===== src/logic/pscc_params.svh =====
// Constants for the PHY symbol error tally and special control bank.
// Assumes a 5-bit management index and 16-bit register data.
// Operation
// - On the 100 Mb/s receive path every invalid code symbol in idle advances the tally, and the first one of each packet.
// - The tally advances at most once for each received packet.
// - The tally is an unsigned 16-bit field that wraps to zero past its maximum.
// - Reset clears the tally and a read leaves it unchanged.
// - The tally holds still while the port runs at 10 Mb/s.
// - The tally sits at index 26, is 16 bits wide and read-only.
// - The special control register sits at index 27 and is 16 bits wide.
// - With the source select bit 15 at its reset value zero the straps set the crossover mode.
// - With the source select bit one the straps are ignored and bits 14 and 13 set the mode.
// - Bit 11 set suppresses the heartbeat test; zero, its reset value, permits it.
// - Bit 5 set enables both generation and detection of far-end fault.
// - Register mode 00 is straight, 01 crossover, 10 automatic and 11 reserved.
// - The far-end fault bit resets to one on a fiber port and to zero otherwise.
// - A PHY reset with the soft reset bit set returns the clearable control bits to defaults.
`ifndef PSCC_PARAMS_SVH
`define PSCC_PARAMS_SVH

`define PSCC_ADDR_W        5
`define PSCC_DATA_W        16
`define PSCC_IDX_TALLY     5'h1a
`define PSCC_IDX_SPECIAL   5'h1b
`define PSCC_BIT_SRC_SEL   15
`define PSCC_BIT_AUTO_EN   14
`define PSCC_BIT_MAN_STATE 13
`define PSCC_BIT_SQE_OFF   11
`define PSCC_BIT_FEFI      5
`define PSCC_TALLY_RST     16'h0000
`define PSCC_TALLY_MAX     16'hffff
`define PSCC_CTRL_BIT_RST  1'b0
`define PSCC_RSVD_MASK     16'h17df
`define PSCC_RD_IDLE       16'h0000

`endif


===== src/logic/pscc_pkg.sv =====
// Types shared by the symbol error tally and special control bank.
// Assumes the constants header is compiled alongside.
package pscc_pkg;

    // Crossover mode handed to the analog front end
    typedef enum logic [1:0] {
        PSCC_MDIX_STRAIGHT = 2'h0,
        PSCC_MDIX_CROSS    = 2'h1,
        PSCC_MDIX_AUTO     = 2'h3,
        PSCC_MDIX_RSVD     = 2'h2
    } pscc_mdix_t;

    // Receive framing seen by the tally
    typedef enum logic [1:0] {
        PSCC_RX_IDLE    = 2'h0,
        PSCC_RX_PKT     = 2'h1,
        PSCC_RX_COUNTED = 2'h3
    } pscc_rx_state_t;

endpackage


===== src/logic/pscc_tally.sv =====
// Symbol error tally with once-per-packet gating.
// Assumes receive indications are synchronous to sys_clk.
`timescale 1ns/1ps
`default_nettype none
`include "pscc_params.svh"

module pscc_tally (
    // Clock and reset
    input  wire logic        sys_clk,
    input  wire logic        rst_n,
    // Receive path
    input  wire logic        rxSymbolError,
    input  wire logic        rxPacketActive,
    input  wire logic        speed100,
    // Results
    output logic [15:0]      tally,
    output logic             pktCounted
);
    import pscc_pkg::*;

    pscc_rx_state_t state_q;
    pscc_rx_state_t state_d;
    logic           incr;

    // Idle errors count every time; inside a packet only the first
    assign incr = speed100 && rxSymbolError
                  && !(state_q == PSCC_RX_COUNTED && rxPacketActive);
    assign pktCounted = (state_q == PSCC_RX_COUNTED);

    always_comb begin
        state_d = state_q;
        case (state_q)
            PSCC_RX_IDLE: begin
                if (rxPacketActive)
                    state_d = incr ? PSCC_RX_COUNTED : PSCC_RX_PKT;
            end
            PSCC_RX_PKT: begin
                if (!rxPacketActive)
                    state_d = PSCC_RX_IDLE;
                else if (incr)
                    state_d = PSCC_RX_COUNTED;
            end
            PSCC_RX_COUNTED: begin
                if (!rxPacketActive)
                    state_d = PSCC_RX_IDLE;
            end
            default: state_d = PSCC_RX_IDLE;
        endcase
    end

    always_ff @(posedge sys_clk or negedge rst_n) begin
        if (!rst_n)
            state_q <= PSCC_RX_IDLE;
        else
            state_q <= state_d;
    end

    // Plain 16-bit add rolls over to zero by itself
    always_ff @(posedge sys_clk or negedge rst_n) begin
        if (!rst_n)
            tally <= `PSCC_TALLY_RST;
        else if (incr)
            tally <= tally + 16'h0001;
    end

endmodule
`default_nettype wire


===== src/logic/pscc_mdix_sel.sv =====
// Crossover mode selection between straps and register bits.
// Assumes straps are stable levels.
`timescale 1ns/1ps
`default_nettype none

module pscc_mdix_sel (
    // Register bits
    input  wire logic            srcSel,
    input  wire logic            autoEn,
    input  wire logic            manState,
    // Straps
    input  wire logic            autoMdixStrap,
    input  wire logic            manualMdixStrap,
    // Mode
    output pscc_pkg::pscc_mdix_t mdixMode
);
    import pscc_pkg::*;

    always_comb begin
        if (!srcSel) begin
            // Auto strap overrides the manual one
            if (autoMdixStrap)
                mdixMode = PSCC_MDIX_AUTO;
            else
                mdixMode = manualMdixStrap ? PSCC_MDIX_CROSS : PSCC_MDIX_STRAIGHT;
        end else begin
            case ({autoEn, manState})
                2'h0:    mdixMode = PSCC_MDIX_STRAIGHT;
                2'h1:    mdixMode = PSCC_MDIX_CROSS;
                2'h2:    mdixMode = PSCC_MDIX_AUTO;
                default: mdixMode = PSCC_MDIX_RSVD;
            endcase
        end
    end

endmodule
`default_nettype wire


===== src/logic/pscc_regs.sv =====
// Register bank: symbol error tally and special control register.
// Assumes a single-cycle strobe port and straps stable after reset.
//
// Local design decision: the strobed register port.
`timescale 1ns/1ps
`default_nettype none
`include "pscc_params.svh"

module pscc_regs (
    // Clock and reset
    input  wire logic            sys_clk,
    input  wire logic            rst_n,
    // Register port
    input  wire logic [4:0]      regAddr,
    input  wire logic [15:0]     regWrData,
    input  wire logic            regWrEn,
    input  wire logic            regRdEn,
    output logic [15:0]          regRdData,
    // PHY reset request
    input  wire logic            softResetReq,
    input  wire logic            phySoftResetBit,
    // Straps
    input  wire logic            autoMdixStrap,
    input  wire logic            manualMdixStrap,
    input  wire logic            fxModeStrap,
    // Receive path
    input  wire logic            rxSymbolError,
    input  wire logic            rxPacketActive,
    input  wire logic            speed100,
    // Controls to the PHY
    output pscc_pkg::pscc_mdix_t mdixMode,
    output logic                 heartbeatTestDisable,
    output logic                 farEndFaultGenEn,
    output logic                 farEndFaultDetEn
);
    import pscc_pkg::*;

    logic        srcSel_q;
    logic        autoEn_q;
    logic        manState_q;
    logic        heartbeat_test_disable_q;
    logic        fefi_q;
    logic        strapLoaded_q;
    logic [15:0] tally;
    logic        pktCounted;
    logic        wrSpecial;
    logic        rdTally;
    logic        rdSpecial;
    logic        softClear;
    logic [15:0] specialView;
    logic [15:0] rdData_d;

    assign wrSpecial = regWrEn && (regAddr == `PSCC_IDX_SPECIAL);
    assign rdTally   = regRdEn && (regAddr == `PSCC_IDX_TALLY);
    assign rdSpecial = regRdEn && (regAddr == `PSCC_IDX_SPECIAL);
    // Soft reset only matters with the basic control soft reset bit set
    assign softClear = softResetReq && phySoftResetBit;

    pscc_tally u_tally (
        .sys_clk        (sys_clk),
        .rst_n          (rst_n),
        .rxSymbolError  (rxSymbolError),
        .rxPacketActive (rxPacketActive),
        .speed100       (speed100),
        .tally          (tally),
        .pktCounted     (pktCounted)
    );

    pscc_mdix_sel u_mdix (
        .srcSel          (srcSel_q),
        .autoEn          (autoEn_q),
        .manState        (manState_q),
        .autoMdixStrap   (autoMdixStrap),
        .manualMdixStrap (manualMdixStrap),
        .mdixMode        (mdixMode)
    );

    // Crossover control bits; soft reset beats a same-cycle write
    always_ff @(posedge sys_clk or negedge rst_n) begin
        if (!rst_n) begin
            srcSel_q   <= `PSCC_CTRL_BIT_RST;
            autoEn_q   <= `PSCC_CTRL_BIT_RST;
            manState_q <= `PSCC_CTRL_BIT_RST;
        end else if (softClear) begin
            srcSel_q   <= `PSCC_CTRL_BIT_RST;
            autoEn_q   <= `PSCC_CTRL_BIT_RST;
            manState_q <= `PSCC_CTRL_BIT_RST;
        end else if (wrSpecial) begin
            srcSel_q   <= regWrData[`PSCC_BIT_SRC_SEL];
            autoEn_q   <= regWrData[`PSCC_BIT_AUTO_EN];
            manState_q <= regWrData[`PSCC_BIT_MAN_STATE];
        end
    end

    // Heartbeat test suppression
    always_ff @(posedge sys_clk or negedge rst_n) begin
        if (!rst_n)
            heartbeat_test_disable_q <= `PSCC_CTRL_BIT_RST;
        else if (softClear)
            heartbeat_test_disable_q <= `PSCC_CTRL_BIT_RST;
        else if (wrSpecial)
            heartbeat_test_disable_q <= regWrData[`PSCC_BIT_SQE_OFF];
    end

    // Fiber strap caught once after release, never inside the async reset
    always_ff @(posedge sys_clk or negedge rst_n) begin
        if (!rst_n)
            strapLoaded_q <= 1'b0;
        else
            strapLoaded_q <= 1'b1;
    end

    // Far-end fault bit is not soft-reset-clearable
    always_ff @(posedge sys_clk or negedge rst_n) begin
        if (!rst_n)
            fefi_q <= `PSCC_CTRL_BIT_RST;
        else if (!strapLoaded_q)
            fefi_q <= fxModeStrap;
        else if (wrSpecial)
            fefi_q <= regWrData[`PSCC_BIT_FEFI];
    end

    assign heartbeatTestDisable = heartbeat_test_disable_q;
    assign farEndFaultGenEn     = fefi_q;
    assign farEndFaultDetEn     = fefi_q;

    // Reserved bits stay zero; nothing stores them
    always_comb begin
        specialView                      = 16'h0000;
        specialView[`PSCC_BIT_SRC_SEL]   = srcSel_q;
        specialView[`PSCC_BIT_AUTO_EN]   = autoEn_q;
        specialView[`PSCC_BIT_MAN_STATE] = manState_q;
        specialView[`PSCC_BIT_SQE_OFF]   = heartbeat_test_disable_q;
        specialView[`PSCC_BIT_FEFI]      = fefi_q;
    end

    // Unmapped indices and idle cycles return zero
    always_comb begin
        rdData_d = `PSCC_RD_IDLE;
        if (rdTally)
            rdData_d = tally;
        else if (rdSpecial)
            rdData_d = specialView;
    end

    always_ff @(posedge sys_clk or negedge rst_n) begin
        if (!rst_n)
            regRdData <= `PSCC_RD_IDLE;
        else
            regRdData <= rdData_d;
    end

    // Tally stays put at 10 Mb/s whatever arrives
    a_tally_hold_slow: assert property (
        @(posedge sys_clk) disable iff (!rst_n)
        !speed100 |=> $stable(tally)
    ) else $error("tally moved in 10 Mb/s mode");

    // Idle error at 100 Mb/s adds exactly one
    a_tally_idle_step: assert property (
        @(posedge sys_clk) disable iff (!rst_n)
        (speed100 && rxSymbolError && !rxPacketActive)
        |=> tally == $past(tally) + 16'h0001
    ) else $error("idle symbol error not counted");

    // Second error in the same packet leaves the tally alone
    a_tally_once_pkt: assert property (
        @(posedge sys_clk) disable iff (!rst_n)
        (pktCounted && rxPacketActive && rxSymbolError)
        |=> $stable(tally)
    ) else $error("tally counted a packet twice");

    // First error of a packet is counted and then the packet is marked
    a_tally_first_err: assert property (
        @(posedge sys_clk) disable iff (!rst_n)
        (speed100 && rxPacketActive && rxSymbolError && !pktCounted)
        |=> (tally == $past(tally) + 16'h0001) && pktCounted
    ) else $error("first packet error missed");

    // Counting past the top rolls to zero
    a_tally_wrap_zero: assert property (
        @(posedge sys_clk) disable iff (!rst_n)
        (tally == `PSCC_TALLY_MAX && speed100 && rxSymbolError && !rxPacketActive)
        |=> tally == `PSCC_TALLY_RST
    ) else $error("tally did not wrap");

    // A read returns the count and does not disturb it
    a_tally_read_keep: assert property (
        @(posedge sys_clk) disable iff (!rst_n)
        (rdTally && !rxSymbolError)
        |=> (regRdData == $past(tally)) && $stable(tally)
    ) else $error("tally read wrong or disturbed");

    // Writes to the tally index change nothing
    a_tally_ro_write: assert property (
        @(posedge sys_clk) disable iff (!rst_n)
        (regWrEn && regAddr == `PSCC_IDX_TALLY && !rxSymbolError)
        |=> $stable(tally)
    ) else $error("tally accepted a write");

    // Written control bits read back, reserved bits zero
    a_special_readback: assert property (
        @(posedge sys_clk) disable iff (!rst_n)
        (wrSpecial && !softClear && strapLoaded_q) ##1 rdSpecial
        |=> regRdData == ($past(regWrData, 2) & 16'he820)
    ) else $error("special register readback mismatch");

    // Straps decide while the source select is clear
    a_mode_from_strap: assert property (
        @(posedge sys_clk) disable iff (!rst_n)
        !srcSel_q |-> mdixMode == (autoMdixStrap ? PSCC_MDIX_AUTO :
                       manualMdixStrap ? PSCC_MDIX_CROSS : PSCC_MDIX_STRAIGHT)
    ) else $error("strap crossover mode wrong");

    // Register bits decide once source select is written
    a_mode_from_reg: assert property (
        @(posedge sys_clk) disable iff (!rst_n)
        (wrSpecial && !softClear && regWrData[15:13] == 3'h6)
        |=> mdixMode == PSCC_MDIX_AUTO
    ) else $error("register crossover mode wrong");

    // Manual crossover selected by state bit alone
    a_mode_reg_cross: assert property (
        @(posedge sys_clk) disable iff (!rst_n)
        (srcSel_q && !autoEn_q && manState_q) |-> mdixMode == PSCC_MDIX_CROSS
    ) else $error("manual crossover not selected");

    // Heartbeat suppression follows bit 11 one cycle after the write
    a_sqe_follow_write: assert property (
        @(posedge sys_clk) disable iff (!rst_n)
        (wrSpecial && !softClear)
        |=> heartbeatTestDisable == $past(regWrData[`PSCC_BIT_SQE_OFF])
    ) else $error("heartbeat disable not following write");

    // Both far-end fault enables follow bit 5
    a_fefi_both_dirs: assert property (
        @(posedge sys_clk) disable iff (!rst_n)
        (wrSpecial && strapLoaded_q)
        |=> farEndFaultGenEn == $past(regWrData[`PSCC_BIT_FEFI])
            && farEndFaultDetEn == $past(regWrData[`PSCC_BIT_FEFI])
    ) else $error("far-end fault enables wrong");

    // Far-end fault default follows the fiber strap
    a_fefi_strap_dflt: assert property (
        @(posedge sys_clk) disable iff (!rst_n)
        // Sampled reset keeps the release edge itself out of it
        (rst_n && !strapLoaded_q) |=> farEndFaultGenEn == $past(fxModeStrap)
    ) else $error("far-end fault default wrong");

    // Soft reset clears the clearable bits and spares far-end fault
    a_soft_clear_bits: assert property (
        @(posedge sys_clk) disable iff (!rst_n)
        (softClear && strapLoaded_q && !wrSpecial)
        |=> !srcSel_q && !autoEn_q && !manState_q && !heartbeat_test_disable_q
            && $stable(fefi_q)
    ) else $error("soft reset did not clear control bits");

    // Soft reset request without the soft reset bit is ignored
    a_soft_gated: assert property (
        @(posedge sys_clk) disable iff (!rst_n)
        (softResetReq && !phySoftResetBit && !wrSpecial)
        |=> $stable(srcSel_q) && $stable(heartbeat_test_disable_q)
    ) else $error("soft reset acted without soft reset bit");

    // Tally moves only on a 100 Mb/s symbol error
    a_tally_err_only: assert property (
        @(posedge sys_clk) disable iff (!rst_n)
        !(speed100 && rxSymbolError)
        |=> $stable(tally)
    ) else $error("tally moved without a symbol error");

    // A low cycle on packet activity re-arms the per-packet count
    a_tally_pkt_rearm: assert property (
        @(posedge sys_clk) disable iff (!rst_n)
        !rxPacketActive |=> !pktCounted
    ) else $error("packet count not re-armed");

    // Register mode 00 selects the straight pairing
    a_mode_reg_straight: assert property (
        @(posedge sys_clk) disable iff (!rst_n)
        (srcSel_q && !autoEn_q && !manState_q) |-> mdixMode == PSCC_MDIX_STRAIGHT
    ) else $error("manual straight not selected");

    // Register mode 10 selects automatic crossover whatever the straps say
    a_mode_reg_auto: assert property (
        @(posedge sys_clk) disable iff (!rst_n)
        (srcSel_q && autoEn_q && !manState_q) |-> mdixMode == PSCC_MDIX_AUTO
    ) else $error("automatic crossover not selected");

    // Reserved code 11 never looks like a usable mode
    a_mode_reg_rsvd: assert property (
        @(posedge sys_clk) disable iff (!rst_n)
        (srcSel_q && autoEn_q && manState_q) |-> mdixMode == PSCC_MDIX_RSVD
    ) else $error("reserved crossover code not flagged");

    // Reserved bits of the special control register always read zero
    a_special_rsvd_zero: assert property (
        @(posedge sys_clk) disable iff (!rst_n)
        rdSpecial
        |=> (regRdData & `PSCC_RSVD_MASK) == 16'h0000
    ) else $error("reserved control bits read nonzero");

    // Reads of other indices and idle cycles return zero
    a_unmapped_read_zero: assert property (
        @(posedge sys_clk) disable iff (!rst_n)
        (!rdTally && !rdSpecial)
        |=> regRdData == `PSCC_RD_IDLE
    ) else $error("read data not zero outside a mapped read");

endmodule
`default_nettype wire


===== config.mk =====
export PLATFORM = sky130hd
export DESIGN_NAME = pscc_regs
export DESIGN_NICKNAME = d
export VERILOG_FILES = /design/src/logic/pscc_pkg.sv /design/src/logic/pscc_tally.sv /design/src/logic/pscc_mdix_sel.sv /design/src/logic/pscc_regs.sv
export VERILOG_INCLUDE_DIRS = /design/src /design/src/logic
export SDC_FILE = /design/constraint.sdc
export NUM_CORES = 1
export LEC_CHECK = 0
export CORE_MARGIN = 4
export CORE_UTILIZATION = 34
export DETAILED_ROUTE_END_ITERATION = 10
export DONT_BUFFER_PORTS = 1
export MAX_ROUTING_LAYER = met4
export SLEW_MARGIN = 20
export SYNTH_ARGS = -nofsm -noshare
export SYNTH_HDL_FRONTEND = slang
export SYNTH_HIERARCHICAL = 1
export SYNTH_SLANG_ARGS = --single-unit
export TNS_END_PERCENT = 20

===== constraint.sdc =====
create_clock -name sys_clk -period 3.7 [get_ports sys_clk]
set_clock_uncertainty 0.05 [all_clocks]
set_input_delay 0.185 -clock sys_clk [delete_from_list [all_inputs] [get_ports sys_clk]]
set_output_delay 0.185 -clock sys_clk [all_outputs]
set_load 0.01 [all_outputs]

==> results.json <==
{
  "status": "finished clean",
  "post-place-ws_ns": 2.230,
  "endpoint_kind": "primary output",
  "antenna_found_initial": 0,
  "synthToLayoutAreaGrowth_pct": 14.43,
  "drcViolationCount": 0,
  "critPathBufInv": 0,
  "place_hpwl_mm": 2.152,
  "clk_latency_ns": 0.28,
  "setup_viol": 0,
  "crit_arrival_ns": 1.27,
  "ff2ff_setup_slack_ns": 2.23,
  "clk_pin_slew_ns": 0.07,
  "synthesis.nets": 177,
  "seq_power_share_pct": 57.9,
  "grt_pass1_wl_mm": 5.340,
  "postCtsSetupRepairBufs": 0,
  "slew_viol_final": 0,
  "cts_tree": "yes",
  "cts_resized": 0,
  "wl_met1_mm": 1.290,
  "gp_congestion": 0.8693,
  "cp_max_fo": 4,
  "cts_sinks": 40,
  "place.port_buffers": 0,
  "cap_violations": 0,
  "tightest_slew_ns": 0.5626,
  "crit_cells": 2,
  "nets": 190,
  "dr.first_iter.drc_count": 60,
  "relSlewSlack_pct": 62.37,
  "r2r_end": "u_tally/tally[15]",
  "first_global_vias": 1143,
  "cts-root-buf": "clkbuf_8",
  "dieArea_mm2": 0.006192,
  "worst_slack_ns": 2.196,
  "syn_area_mm2": 0.001699,
  "required_ns": 3.46,
  "rsz0062_at_grt": "false",
  "power_density_mw_per_mm2": 457.8,
  "holdWs_ns": 0.01342,
  "crit_start": "autoEn_q",
  "p_clk_share_pct": 32.6,
  "wl_met2_mm": 1.617,
  "clk_path_buf_depth": 2,
  "vias": 1075,
  "ctsHoldBuffers": 7,
  "gr-usage-all-layers_pct": 11.82,
  "die_width_um": 78.69,
  "critPathCapture": "mdixMode[0]",
  "die_y_um": 78.69,
  "first_pass_iters": 4,
  "grt_overflow": 0,
  "grt_max_degree": 41,
  "max_stage_delay_ns": 0.42,
  "min_period_ns": 1.504,
  "path_class": "reg2out",
  "final.period_utilization_pct": 40.65,
  "ant_nets": 0,
  "hold_viol": 0,
  "cp-start-kind": "flip-flop",
  "path_delay_family": "flip-flops",
  "initial_utilization_pct": 35.50,
  "power_frac_comb_pct": 9.5,
  "syn_area_per_cell_um2": 12.05,
  "io_pins": 54,
  "antenna_cells": 0,
  "hp-class": "in2reg",
  "finalSetupTns_ns": 0,
  "switchingPower_mw": 0.2248,
  "cts_buffers": 5,
  "rr_startpoint": "u_tally/state_q[1]",
  "wirelength_mm": 3.208,
  "viasPerCell": 4.842,
  "drive_above_1_share_pct": 9.032,
  "finalPower_mw": 0.8902,
  "top_layer": "met4",
  "yosysWarnings": 6,
  "dr_wl_met3_um": 185,
  "worst_path_max_delay_cell": "dfrtp_1",
  "power.switching_fraction_pct": 25.25,
  "worst_ir_drop_vdd_uv": 244.2,
  "avgRoutedWirePerCell_um": 14.45,
  "syn_inst": 141,
  "power_leakage_nw": 0.9012,
  "htreeDepth": 2,
  "timing.fmax_mhz": 664.8,
  "power.internal_mw": 0.6654,
  "crit_chain": "ha_1 > a21oi_1",
  "num_rows": 25,
  "whs_path_depth": 2,
  "core_mm2": 0.004786,
  "rr_worst_depth": 4
}
layout make-up:
type / instances / area [um^2]
Clock buffer: 8 / 90.09
Timing Repair Buffer: 8 / 90.09
Fill cell: 472 / 2841
Sequential cell: 40 / 1001
Inverter: 5 / 18.77
Tap cell: 67 / 83.83
Multi-Input combinational cell: 94 / 660.6
worst min-delay path by stage:
stage | start | end | slack (ns)
after floorplan | rst_n | autoEn_q | -0.16
after global placement | rst_n | u_tally/state_q[0] | -0.16
after detailed placement | rst_n | u_tally/tally[1] | -0.16
after CTS | rxPacketActive | u_tally/state_q[0] | 0.003
after global routing | regWrData[5] | farEndFaultDetEn | 0.02
final | regWrData[5] | farEndFaultDetEn | 0.01
placed cells by master, fill, tap and decap left out, drive strengths merged:
cell and instances:
nand4 6, and3b 1, nand3 8, nor4 1, a22o 5, a31oi 1, and3 4, and4 1
dlygate4sd3 7, inv 5, and2 13, dfrtp 40, nor2 6, o21a 1, conb 1, a21oi 6
nand2 8, buf 1, clkbuf 8, a21boi 1, nand3b 2, nor2b 1, mux2 1, xor2 4
o21ai 5, ha 3, nor3 4, xnor2 11
worst register-to-register path, stage by stage (launching register included):
cell and delay, ns:
dfrtp_1 0.40, and3_4 0.20, nor4_4 0.40, nand4_1 0.16
xnor2_1 0.15
sequential cells by signal (all words and copies together), names as in the netlist:
register              cells
regRdData                16
u_tally/tally            16
u_tally/state_q           2
autoEn_q                  1
farEndFaultDetEn          1
heartbeatTestDisable      1
manState_q                1
srcSel_q                  1
strapLoaded_q             1
power by group through the flow:
stage,Clock (mW),Combinational (mW),Sequential (mW)
2_1_floorplan,0,0.0584,0.512
5_1_grt,0.323,0.0979,0.522
3_3_place_gp,0,0.0625,0.521
4_1_cts,0.300,0.0853,0.515
3_5_place_dp,0,0.0683,0.524
6_report,0.290,0.0842,0.516
per-stage QoR:
step | std cells | cell area (um^2) | util [%]
finish | 222 | 1944 | 40.63
CTS | 221 | 1934 | 40.42
global placement | 206 | 1764 | 36.86
detailed placement | 206 | 1764 | 36.86
floorplan | 141 | 1699 | -
global route | 222 | 1944 | 40.63
per-layer routing:
metal | vias up | global-route usage, %
li1 | 507 | -
met1 | 527 | 12.99
met2 | 31 | 18.42
met3 | 10 | 4.422
met4 | 0 | 6.818
met5 | - | -
Power figures use the tool's default switching activity.
